--- src/hw/pwr_mode_map.vh ---
// register map, field positions and timing constants of the power mode control block
`ifndef PWR_MODE_MAP_VH
`define PWR_MODE_MAP_VH

`define ADDR_W 4
`define ADDR_IMPL_CONFIG 4'h0
`define ADDR_MACHINE_STATE 4'h1
`define ADDR_STATUS 4'h2
`define ADDR_UNIT_DEMAND 4'h3

`define BIT_DOZE 8
`define BIT_NAP 9
`define BIT_SLEEP 10
`define BIT_DYN_GATE 11
`define BIT_POW 18

`define IMPL_CONFIG_MASK 32'h00000F00
`define MACHINE_STATE_MASK 32'h00040000
`define IMPL_CONFIG_RESET 32'h00000000
`define MACHINE_STATE_RESET 32'h00000000

`define NUM_UNITS 4
`define UNIT_DEMAND_RESET 4'h0

`define ENTRY_DELAY 3'h4
`define CNT_W 3
`define SNOOP_MIN_BUS_CLOCKS 4'h8
`define BUS_CNT_W 4

`endif

--- src/hw/cpu_power_mode_control.v ---
// power state sequencer: full on, doze, nap, sleep with quiesce handshake
`timescale 1ns/1ps
`include "pwr_mode_map.vh"

module cpu_power_mode_control (
    mclk,
    reset_n,
    ce,
    addr,
    wdata,
    wr_stb,
    rd_stb,
    rdata,
    bus_clk_tick,
    quiesce_ack,
    hard_reset_in,
    soft_reset_in,
    ext_interrupt,
    system_mgmt_interrupt,
    machine_check_input,
    decrementer_event,
    perf_monitor_event,
    thermal_event,
    machine_check_interrupt,
    unit_demand,
    quiesce_request,
    unit_clk_en,
    snoop_enable,
    timer_enable,
    dcache_enable,
    core_run,
    power_state
);
    input wire mclk;
    input wire reset_n;
    input wire ce;
    input wire [`ADDR_W-1:0] addr;
    input wire [31:0] wdata;
    input wire wr_stb;
    input wire rd_stb;
    output reg [31:0] rdata;
    input wire bus_clk_tick;
    input wire quiesce_ack;
    input wire hard_reset_in;
    input wire soft_reset_in;
    input wire ext_interrupt;
    input wire system_mgmt_interrupt;
    input wire machine_check_input;
    input wire decrementer_event;
    input wire perf_monitor_event;
    input wire thermal_event;
    input wire machine_check_interrupt;
    input wire [`NUM_UNITS-1:0] unit_demand;
    output reg quiesce_request;
    output wire [`NUM_UNITS-1:0] unit_clk_en;
    output reg snoop_enable;
    output reg timer_enable;
    output reg dcache_enable;
    output reg core_run;
    output reg [2:0] power_state;

    localparam [2:0] ST_FULL_ON = 3'h0;
    localparam [2:0] ST_DOZE_ENTRY = 3'h1;
    localparam [2:0] ST_DOZE = 3'h2;
    localparam [2:0] ST_QUIESCE = 3'h3;
    localparam [2:0] ST_NAP_ENTRY = 3'h4;
    localparam [2:0] ST_NAP = 3'h5;
    localparam [2:0] ST_SLEEP_ENTRY = 3'h6;
    localparam [2:0] ST_SLEEP = 3'h7;

    reg [31:0] impl_config_reg;
    reg [31:0] machine_state_reg;
    reg pow_prev_q;
    reg [2:0] state_q;
    reg [2:0] state_d;
    reg [`CNT_W-1:0] cnt_q;
    reg [`CNT_W-1:0] cnt_d;
    reg target_sleep_q;
    reg target_sleep_d;
    reg [`BUS_CNT_W-1:0] ack_low_cnt_q;
    reg nap_snoop_q;

    wire cfg_wr = wr_stb && (addr == `ADDR_IMPL_CONFIG);
    wire msr_wr = wr_stb && (addr == `ADDR_MACHINE_STATE);
    wire pow_bit = machine_state_reg[`BIT_POW];
    wire pow_rise = pow_bit && !pow_prev_q;
    wire sel_doze = impl_config_reg[`BIT_DOZE];
    wire sel_nap = impl_config_reg[`BIT_NAP];
    wire sel_sleep = impl_config_reg[`BIT_SLEEP];

    // wake groups, narrowest first; each state takes a narrower subset
    wire wake_reset = hard_reset_in || soft_reset_in;
    wire wake_async = ext_interrupt || system_mgmt_interrupt || machine_check_input;
    wire wake_sleep = wake_reset || wake_async;
    wire wake_nap = wake_sleep || decrementer_event;
    wire wake_doze = wake_nap || perf_monitor_event || thermal_event || machine_check_interrupt;

    function is_one_hot3;
        input [2:0] v;
        begin
            is_one_hot3 = (v == 3'h1) || (v == 3'h2) || (v == 3'h4);
        end
    endfunction

    // state groups used by the output decode; the next-state logic does not use them
    function in_doze_group;
        input [2:0] s;
        begin
            in_doze_group = (s == ST_DOZE_ENTRY) || (s == ST_DOZE);
        end
    endfunction

    function in_nap_group;
        input [2:0] s;
        begin
            in_nap_group = (s == ST_NAP_ENTRY) || (s == ST_NAP);
        end
    endfunction

    function in_sleep_group;
        input [2:0] s;
        begin
            in_sleep_group = (s == ST_SLEEP_ENTRY) || (s == ST_SLEEP);
        end
    endfunction

    // the handshake stays up from the quiesce wait until a wake
    function asks_quiesce;
        input [2:0] s;
        begin
            asks_quiesce = (s == ST_QUIESCE) || in_nap_group(s) || in_sleep_group(s);
        end
    endfunction

    // entry count-up to ENTRY_DELAY shared by the doze, nap and sleep entry states
    function entry_done;
        input [`CNT_W-1:0] c;
        begin
            entry_done = (c == `ENTRY_DELAY);
        end
    endfunction

    function [`CNT_W-1:0] entry_step;
        input [`CNT_W-1:0] c;
        begin
            entry_step = c + 1'b1;
        end
    endfunction

    // a wake aborts an entry or the handshake too; an event seen while still in full on, as in the pow_rise cycle, is dropped
    function wake_for;
        input [2:0] s;
        input tgt_sleep;
        input wd;
        input wn;
        input ws;
        begin
            case (s)
                ST_DOZE_ENTRY, ST_DOZE: wake_for = wd;
                ST_QUIESCE: wake_for = tgt_sleep ? ws : wn;
                ST_NAP_ENTRY, ST_NAP: wake_for = wn;
                ST_SLEEP_ENTRY, ST_SLEEP: wake_for = ws;
                default: wake_for = 1'b0;
            endcase
        end
    endfunction

    wire wake_now = wake_for(state_q, target_sleep_q, wake_doze, wake_nap, wake_sleep);

    // register file
    always @(posedge mclk) begin
        if (!reset_n) begin
            impl_config_reg <= `IMPL_CONFIG_RESET;
            machine_state_reg <= `MACHINE_STATE_RESET;
            pow_prev_q <= 1'b0;
        end else if (ce) begin
            pow_prev_q <= pow_bit;
            if (cfg_wr) begin
                impl_config_reg <= wdata & `IMPL_CONFIG_MASK;
            end
            // a wake clears the request bit so the core resumes in full on
            if (state_q != ST_FULL_ON && state_d == ST_FULL_ON) begin
                machine_state_reg[`BIT_POW] <= 1'b0;
            end else if (msr_wr) begin
                machine_state_reg <= wdata & `MACHINE_STATE_MASK;
            end
        end
    end

    always @(posedge mclk) begin
        if (!reset_n) begin
            rdata <= 32'h00000000;
        end else if (ce) begin
            rdata <= 32'h00000000;
            if (rd_stb) begin
                case (addr)
                    `ADDR_IMPL_CONFIG: rdata <= impl_config_reg;
                    `ADDR_MACHINE_STATE: rdata <= machine_state_reg;
                    `ADDR_STATUS: rdata <= {24'h000000, nap_snoop_q, quiesce_ack, quiesce_request, 2'h0, state_q};
                    `ADDR_UNIT_DEMAND: rdata <= {28'h0000000, unit_clk_en};
                    default: rdata <= 32'h00000000;
                endcase
            end
        end
    end

    // snoop window in nap: ack low for enough bus clocks
    always @(posedge mclk) begin
        if (!reset_n) begin
            ack_low_cnt_q <= {`BUS_CNT_W{1'b0}};
            nap_snoop_q <= 1'b0;
        end else if (ce) begin
            if (quiesce_ack) begin
                ack_low_cnt_q <= {`BUS_CNT_W{1'b0}};
                nap_snoop_q <= 1'b0;
            end else if (bus_clk_tick && ack_low_cnt_q != `SNOOP_MIN_BUS_CLOCKS) begin
                ack_low_cnt_q <= ack_low_cnt_q + 1'b1;
            end else if (ack_low_cnt_q == `SNOOP_MIN_BUS_CLOCKS) begin
                nap_snoop_q <= 1'b1;
            end
        end
    end

    always @* begin
        state_d = state_q;
        cnt_d = cnt_q;
        target_sleep_d = target_sleep_q;
        case (state_q)
            ST_FULL_ON: begin
                cnt_d = {`CNT_W{1'b0}};
                // an ambiguous mode selection is ignored
                if (pow_rise && is_one_hot3({sel_sleep, sel_nap, sel_doze})) begin
                    if (sel_doze) begin
                        state_d = ST_DOZE_ENTRY;
                    end else begin
                        state_d = ST_QUIESCE;
                        target_sleep_d = sel_sleep;
                    end
                end
            end
            ST_DOZE_ENTRY: begin
                if (wake_now) begin
                    state_d = ST_FULL_ON;
                end else if (entry_done(cnt_q)) begin
                    state_d = ST_DOZE;
                end else begin
                    cnt_d = entry_step(cnt_q);
                end
            end
            ST_DOZE: begin
                if (wake_now) begin
                    state_d = ST_FULL_ON;
                end
            end
            ST_QUIESCE: begin
                if (wake_now) begin
                    state_d = ST_FULL_ON;
                end else if (quiesce_ack) begin
                    state_d = target_sleep_q ? ST_SLEEP_ENTRY : ST_NAP_ENTRY;
                end
            end
            ST_NAP_ENTRY, ST_SLEEP_ENTRY: begin
                if (wake_now) begin
                    state_d = ST_FULL_ON;
                end else if (entry_done(cnt_q)) begin
                    state_d = (state_q == ST_SLEEP_ENTRY) ? ST_SLEEP : ST_NAP;
                end else begin
                    cnt_d = entry_step(cnt_q);
                end
            end
            ST_NAP: begin
                if (wake_nap) begin
                    state_d = ST_FULL_ON;
                end
            end
            ST_SLEEP: begin
                if (wake_sleep) begin
                    state_d = ST_FULL_ON;
                end
            end
            default: state_d = ST_FULL_ON;
        endcase
    end

    always @(posedge mclk) begin
        if (!reset_n) begin
            state_q <= ST_FULL_ON;
            cnt_q <= {`CNT_W{1'b0}};
            target_sleep_q <= 1'b0;
        end else if (ce) begin
            state_q <= state_d;
            cnt_q <= cnt_d;
            target_sleep_q <= target_sleep_d;
        end
    end

    // state outputs derived from the next state so they follow it with no extra lag
    always @(posedge mclk) begin
        if (!reset_n) begin
            quiesce_request <= 1'b0;
            snoop_enable <= 1'b1;
            timer_enable <= 1'b1;
            dcache_enable <= 1'b1;
            core_run <= 1'b1;
            power_state <= ST_FULL_ON;
        end else if (ce) begin
            power_state <= state_d;
            core_run <= (state_d == ST_FULL_ON);
            quiesce_request <= asks_quiesce(state_d);
            timer_enable <= !in_sleep_group(state_d);
            snoop_enable <= (state_d == ST_FULL_ON) || in_doze_group(state_d) ||
                            (state_d == ST_QUIESCE) ||
                            (in_nap_group(state_d) && nap_snoop_q);
            dcache_enable <= !(in_nap_group(state_d) || in_sleep_group(state_d)) ||
                             (nap_snoop_q && (state_d == ST_NAP));
        end
    end

    unit_clock_gate u_gate (
        .mclk(mclk),
        .reset_n(reset_n),
        .ce(ce),
        .gate_enable(impl_config_reg[`BIT_DYN_GATE]),
        .mode_run(state_d == ST_FULL_ON),
        .unit_demand(unit_demand),
        .unit_clk_en(unit_clk_en)
    );
endmodule

--- src/hw/unit_clock_gate.v ---
// per unit clock enable generator for automatic power reduction
`timescale 1ns/1ps
`include "pwr_mode_map.vh"

module unit_clock_gate (
    mclk,
    reset_n,
    ce,
    gate_enable,
    mode_run,
    unit_demand,
    unit_clk_en
);
    input wire mclk;
    input wire reset_n;
    input wire ce;
    input wire gate_enable;
    input wire mode_run;
    input wire [`NUM_UNITS-1:0] unit_demand;
    output reg [`NUM_UNITS-1:0] unit_clk_en;

    reg [`NUM_UNITS-1:0] unit_clk_en_d;

    // the enable is registered, so it follows its demand one cycle later and a gated unit
    // waits a cycle for its clock, which makes the gating visible from outside
    always @* begin
        if (!mode_run) begin
            unit_clk_en_d = {`NUM_UNITS{1'b0}};
        end else if (gate_enable) begin
            unit_clk_en_d = unit_demand;
        end else begin
            unit_clk_en_d = {`NUM_UNITS{1'b1}};
        end
    end

    always @(posedge mclk) begin
        if (!reset_n) begin
            unit_clk_en <= {`NUM_UNITS{1'b1}};
        end else if (ce) begin
            unit_clk_en <= unit_clk_en_d;
        end
    end
endmodule
--- config.mk ---
export PLATFORM = sky130hd
export DESIGN_NAME = cpu_power_mode_control
export DESIGN_NICKNAME = d
export VERILOG_FILES = /design/src/hw/cpu_power_mode_control.v /design/src/hw/unit_clock_gate.v
export VERILOG_INCLUDE_DIRS = /design/src /design/src/hw
export SDC_FILE = /design/constraint.sdc
export NUM_CORES = 1
export LEC_CHECK = 0
export BUFFER_PORTS_ARGS = -buffer_cell sky130_fd_sc_hd__buf_2
export CORE_MARGIN = 2
export CORE_UTILIZATION = 35
export DETAILED_ROUTE_END_ITERATION = 7
export MAX_ROUTING_LAYER = met4
export PLACE_DENSITY_LB_ADDON = 0.2
export RECOVER_POWER = 25
export SLEW_MARGIN = 15
export SYNTH_ARGS = -nofsm -noshare
export SYNTH_HDL_FRONTEND = slang
export SYNTH_SLANG_ARGS = --single-unit
--- constraint.sdc ---
create_clock -name mclk -period 3.4 [get_ports mclk]
set_input_delay 0.68 -clock mclk [delete_from_list [all_inputs] [get_ports mclk]]
set_output_delay 0.68 -clock mclk [all_outputs]
set_load 0.1 [all_outputs]
==> results of run 1 <==
## synth_stat cells, drive strengths merged, types with 2 or more instances
cell type,count
a211oi,3
a21boi,9
a21oi,8
a22oi,5
a31o,2
a31oi,2
and2,4
and3b,2
buf,22
clkbuf,11
dfxtp,39
ha,4
inv,9
mux2,3
mux2i,7
nand2,25
nand2b,3
nand3,13
nand3b,3
nand4,5
nor2,11
nor2b,18
nor3,6
o211a,2
o211ai,3
o21ai,13
o311ai,4
or4b,2
xor2,3
## report_power, final
part,switching [mW],total (mW),internal [mW]
clock,0.174,0.416,0.241
sequential,0.0157,0.486,0.470
combinational,0.259,0.321,0.0620
total,0.449,1.22,0.773
## worst max path at each step
stage               slack (ns)                    end  depth (start not counted)            from
floorplan                 0.74          dcache_enable                          6  power_state[2]
detailed placement        0.75               cnt_q[2]                          7   soft_reset_in
global route              0.82  u_gate.unit_clk_en[2]                          6  power_state[2]
CTS                        1.0          dcache_enable                          7  power_state[2]
finish                    0.99          dcache_enable                          7  power_state[2]
global placement          0.76               cnt_q[2]                          7   soft_reset_in
## worst min-delay path, stage by stage, from the launching register on
cell      delay, ns
dfxtp_1        0.31
nand2_1        0.05
a21boi_0       0.06
## area by class of cell
type,count,share of cell area
multi-input combinational,196,0.484
sequential,39,0.306
timing repair buffer,56,0.113
tap,75,0.0367
clock buffer,6,0.0323
clock inverter,2,0.0152
inverter,9,0.0132
## cell families after synthesis
group                      Yosys count  synth area share
xor gates and xnor gates             3            0.0120
AOI/OAI and AO/OA                   60             0.200
buffers and inverters               42             0.111
and+or+nand+nor                     99             0.249
DFF                                 39             0.357
muxes                               10            0.0475
adders and majority gates            4            0.0229
other                                1           0.00171
## metrics by stage
| stage | util | worst slack [ns] | hold slack [ns] | instance area (um2) | power (mW) |
|---|---|---|---|---|---|
| 6_report | 0.426 | 0.994 | 0.475 | 2550 | 1.22 |
| 2_1_floorplan | - | 0.739 | 0.453 | 2260 | 0.780 |
| 4_1_cts | 0.427 | 0.995 | 0.477 | 2560 | 1.24 |
| 5_1_grt | 0.426 | 0.822 | 0.503 | 2550 | 1.27 |
| 3_5_place_dp | 0.406 | 0.750 | 0.464 | 2430 | 0.818 |
| 3_3_place_gp | 0.406 | 0.762 | 0.463 | 2430 | 0.818 |
## routing by layer
layer | track usage | up-vias
li1 | - | 974
met1 | 0.199 | 857
met2 | 0.232 | 55
met3 | 0.0258 | 6
met4 | 0.0537 | 0
met5 | - | -
==> metrics.md, run 1 <==
| Metric | Value |
|---|---|
| H-tree Lvls | `2` |
| Seq/Total Area, Yosys | `0.357` |
| Setup CP Type | `register to register` |
| Commonest non-fill, non-tap cell in the layout | `buf_2` |
| Failing checks | `max-capacitance violations, max-slew violations` |
| Max Clock Freq | `between 0.4 and 0.5 GHz` |
| Cell family with the largest share of critical-path delay | `compound AO/OA/AOI/OAI gates` |
| HP Start | `rdata[5]` |
| Clk Latency, worst-skew pair | `around 0.29 ns` |
| Grt ovf | `0` |
| Final count of negative-setup-slack endpoints | `0` |
| Async SR Flop Fraction | `0` |
| Wirelength per Cell | `around 13 um` |
| Die Y | `between 80 and 90 um` |
| First-pass GRT wire length | `8280 um` |
| CTS sink cnt | `39` |
| Setup TNS | `0 ns` |
| DP HPWL | `between 3000 and 4000 um` |
| Top cells by area, synth | `dfxtp_1, buf_4, nor2b_1` |
| Post-Layout Cell Count | `roughly 380` |
| Detailed Route WL | `between 4000 and 5000 um` |
| Total GRT Usage | `0.150` |
| CTS tree | `yes` |
| Gpl congestion | `slightly below 0.9` |
| R2R depth | `7` |
| Post-CTS sizing | `0` |
| Clock skew | `roughly 0.0081 ns` |
| Synth-to-layout area growth | `16.8%` |
| Vias in the first global route | `around 1700` |
| Antenna violations before repair | `0` |
| Nets | `between 300 and 400` |
| Pins Over Slew Limit | `42` |
| Tightest Pin Transition | `1.51 ns` |
| Vias post-DR | `~1900` |
| Die area | `slightly below 7000 um2` |
| Met3 Wirelength | `approximately 220 um` |
| Synthesized flop and latch total | `39` |
| Commonest non-fill, non-tap cells in the layout | `buf_2, dfxtp_1, nand2_1` |
| Worst Path Max Fanout | `14` |
| Worst setup SP type | `register` |
| CP Capture Type | `register` |
| Crit-path cells | `and3b_1, a311o_1, o211ai_2, a32oi_2, buf_4, or4b_1, a31oi_1` |
| CP required | `around 3.6 ns` |
| R2r setup slk | `a little under 1 ns` |
| Status | `finished, violations left` |
| Synthesized instance count | `about 260` |
| Clk slew on worst S/H paths | `approximately 0.08 ns` |
| Max stage delay on crit path | `~0.60 ns` |
| Syn Area/Cell | `8.48 um2` |
| Highest metal used | `met4` |
| Inserted Diodes | `0` |
| Initial Utilization | `0.365` |
| TritonCTS Buffers | `5` |
| First-pass detailed-route iteration total | `4` |
| Die width | `roughly 83 um` |
| Top FF cell, synth | `dfxtp_1` |
| Met2 WL | `about 2200 um` |
| Final min period | `2.41 ns` |
| Core Box Area | `around 6000 um2` |
| Hold depth | `2` |
| Met1 Wirelength | `around 2400 um` |
| Crit path DAT | `roughly 2.6 ns` |
| Min-delay worst type | `register to register` |
| Largest register FFs | `12` |
| DRT antenna net count | `0` |
| Hold Vio Cnt, Final | `0` |
| DRC errors left | `0` |
| Reg-to-Reg End | `dcache_enable` |
| DR iter-0 viols | `73` |
| Sequential Area | `roughly 780 um2` |
| Row cnt | `28` |
| Largest net degree at the start of global routing | `between 40 and 50` |
| Post-synth EDFFs | `0` |
| Number of max-cap violations | `1` |
| Vias per cell | `approximately 5` |
| PwrDens | `about 480 nW/um2` |
| I/O pin count | `100` |
| Slew margin rel. | `-0.00949` |
| Area fraction of the dominant cell type after synthesis | `0.357` |
| Hold EP | `rdata[5]` |
| I/O Buffers | `52` |
| Multi-input gate area | `around 1200 um2` |
| RR Startpoint | `power_state[2]` |
| Largest area contributor in the netlist | `dfxtp_1` |
| Filler Cells Inserted | `~610` |
| WP buf/inv | `1` |
| Tcrit/Tclk final | `0.708` |
| Netlist cell types | `54` |
| Crit-path slowest cell | `dfxtp_1` |
| Yosys warnings | `0` |
| Leakage | `1.10 nW` |
| Clock buffer depth | `2` |
| Cts hold-fix bufs | `0` |
| Mapped cell area | `2190 um2` |
| Clk root buf | `clkbuf_8` |
| Most flops, register | `rdata` |
| Setup Fix Bufs, Post-CTS | `0` |
| Maximum vdd drop | `0.300 mV` |
| Cells after DPL | `375` |
| Layout cells sized above 1 | `0.247` |
| RSZ-0062 raised after global routing | `no` |
Power figures use the tool's default switching activity.
==> inputs of run 2 (changes only) <==
- clock period: 3.4 -> 2 ns (I/O delays scaled with it)
==> metrics.md, run 2 (same netlist as run 1, synthesis figures left out) <==
| Metric | Value |
|---|---|
| Status | `finished, violations left (unchanged)` |
| Failing checks | `negative setup slack (was max-capacitance violations, max-slew violations)` |
| Core Box Area | `5990 um2 (unchanged)` |
| Maximum vdd drop | `0.478 mV (was 0.300 mV)` |
| Most flops, register | `rdata (unchanged)` |
| Final WS setup | `-0.0276 ns (was 0.994 ns)` |
| Gpl congestion | `0.845 (was 0.864)` |
| Fin util | `0.484 (was 0.426)` |
| Layout cells sized above 1 | `0.360 (was 0.247)` |
| Leakage | `1.27 nW (was 1.10 nW)` |
| Crit path DAT | `2.22 ns (was 2.63 ns)` |
| Vias per cell | `4.96 (was 4.94)` |
| Psw | `0.820 mW (was 0.449 mW)` |
| Clock buffer depth | `2 (unchanged)` |
| DP Worst Slack | `-0.188 ns (was 0.750 ns)` |
| Synth-to-layout area growth | `32.5% (was 16.8%)` |
| CTS tree | `yes (unchanged)` |
| Clk root buf | `clkbuf_8 (unchanged)` |
| Clk Latency, worst-skew pair | `0.30 ns (was 0.29 ns)` |
| R2R depth | `7 (unchanged)` |
| Max Clock Freq | `0.493 GHz (was 0.416 GHz)` |
| Hold EP | `impl_config_reg[11] (was rdata[5])` |
| RSZ-0062 raised after global routing | `yes (was no)` |
| Hold depth | `3 (was 2)` |
| Setup CP Type | `register to register (unchanged)` |
| TritonCTS Buffers | `5 (unchanged)` |
| Inserted Diodes | `0 (unchanged)` |
| Largest net degree at the start of global routing | `29 (was 42)` |
| DRC errors left | `0 (unchanged)` |
| Initial Utilization | `0.365 (unchanged)` |
| Crit. Startpoint | `power_state[2] (unchanged)` |
| DP HPWL | `3960 um (was 3630 um)` |
| Final count of negative-setup-slack endpoints | `3 (was 0)` |
| Total GRT Usage | `0.168 (was 0.150)` |
| Detailed Route WL | `5580 um (was 4920 um)` |
| R2r setup slk | `-0.03 ns (was 0.99 ns)` |
| Wirelength per Cell | `13.5 um (was 12.9 um)` |
| Die width | `83.1 um (unchanged)` |
| Clk slew on worst S/H paths | `0.08 ns (about the same)` |
| Worst setup SP type | `register (unchanged)` |
| I/O pin count | `100 (unchanged)` |
| Tcrit/Tclk final | `1.01 (was 0.708)` |
| RR Startpoint | `power_state[2] (unchanged)` |
| Final min period | `2.03 ns (was 2.41 ns)` |
| Commonest non-fill, non-tap cell in the layout | `buf_2 (unchanged)` |
| Internal power | `1.33 mW (was 0.773 mW)` |
| Pins Over Slew Limit | `0 (was 42)` |
| CTS sink cnt | `39 (unchanged)` |
| DRT antenna net count | `0 (unchanged)` |
| Nets | `398 (was 367)` |
| Largest register FFs | `12 (unchanged)` |
| Row cnt | `28 (unchanged)` |
| Slew margin rel. | `0.271 (was -0.00949)` |
| Tightest Pin Transition | `1.09 ns (was 1.51 ns)` |
| Min-delay worst type | `input pin to register (was register to register)` |
| CP required | `2.19 ns (was 3.62 ns)` |
| Hold Vio Cnt, Final | `0 (unchanged)` |
| Clock share of power | `0.313 (was 0.340)` |
| Die Y | `83.1 um (unchanged)` |
| Sw frac | `0.381 (was 0.367)` |
| Comb pwr share | `0.307 (was 0.263)` |
| First-pass GRT wire length | `9360 um (was 8280 um)` |
| First-pass detailed-route iteration total | `4 (unchanged)` |
| PwrDens | `743 nW/um2 (was 479 nW/um2)` |
| DR iter-0 viols | `98 (was 73)` |
| CP Capture Type | `register (unchanged)` |
| Die area | `6900 um2 (unchanged)` |
| Vias in the first global route | `2003 (was 1699)` |
| Grt ovf | `0 (unchanged)` |
| HP Start | `wdata[11] (was rdata[5])` |
| Commonest non-fill, non-tap cells in the layout | `buf_2, dfxtp_1, buf_4 (was buf_2, dfxtp_1, nand2_1)` |
| Worst Path Max Fanout | `6 (was 14)` |
| Clock skew | `0.00832 ns (was 0.00805 ns)` |
| Reg-to-Reg End | `machine_state_reg[18] (was dcache_enable)` |
| I/O Buffers | `52 (unchanged)` |
| Number of max-cap violations | `0 (was 1)` |
| Reg power frac | `0.380 (was 0.397)` |
| Antenna violations before repair | `0 (unchanged)` |
| H-tree Lvls | `2 (unchanged)` |
| Vias post-DR | `2052 (was 1892)` |
run 2: changes by cell type in the layout (fill, tap and decap cells not counted), sizes merged:
cell / before / now
bufinv: 1 / 0
clkbuf: 7 / 14
buf: 55 / 80
run 2: area by class of cell:
type	instances	area, um2
inverters	9	33.8
well taps	75	93.8
clock buffers	7	108
clock inverters	1	8.76
flip-flops and latches	39	793
fillers	598	3090
repair buffers	87	533
multi-input cells	196	1330
run 2: worst max path at each step:
stage,endpoint,slack [ns],cells past startpoint
final,machine_state_reg[18],-0.03,7
after global routing,u_gate.unit_clk_en[3],-0.10,8
after CTS,u_gate.unit_clk_en[3],-0.08,7
after detailed placement,timer_enable,-0.19,7
after global placement,timer_enable,-0.18,8
after floorplan,dcache_enable,-0.18,7
run 2: power groups by stage:
stage | clock [mW] | combinational (mW) | sequential (mW)
finish | 0.674 | 0.662 | 0.819
global route | 0.721 | 0.699 | 0.823
CTS | 0.684 | 0.629 | 0.816
detailed placement | 0 | 0.599 | 0.839
global placement | 0 | 0.596 | 0.839
floorplan | 0 | 0.356 | 0.973
run 2: worst max-delay path: stages, from the launching register on:
cell and delay (ns):
dfxtp_4 0.39, and3b_1 0.18, a311o_1 0.32, o21a_1 0.26, a211oi_2 0.27, buf_4 0.18, o21ai_4 0.10, o211a_1 0.23
run 2: per-layer routing:
layer	up-vias	routed length, um	GRT usage
li1	1034	-	-
met1	955	2570	0.215
met2	58	2680	0.269
met3	5	266	0.0388
met4	0	67	0.0402
met5	-	0	-
run 2: timing repair:
| action | 4_1_cts | 5_1_grt |
|---|---|---|
| setup buffers | 7 | 4 |
| pin swaps | 8 | 13 |
| setup endpoints to repair | 7 | 8 |
| hold buffers | 0 | 0 |
| gates resized for setup | 4 | 16 |
run 2: per-stage QoR:
step                instances  hold slack (ns)  cell area, um2  TNS, ns  power (mW)
floorplan                 277            0.453            2280   -0.714        1.33
global placement          395            0.459            2610   -0.937        1.43
detailed placement        395            0.465            2610    -1.06        1.44
CTS                       410            0.349            2800   -0.185        2.13
global route              414            0.367            2900   -0.766        2.24
finish                    414            0.346            2900  -0.0554        2.15
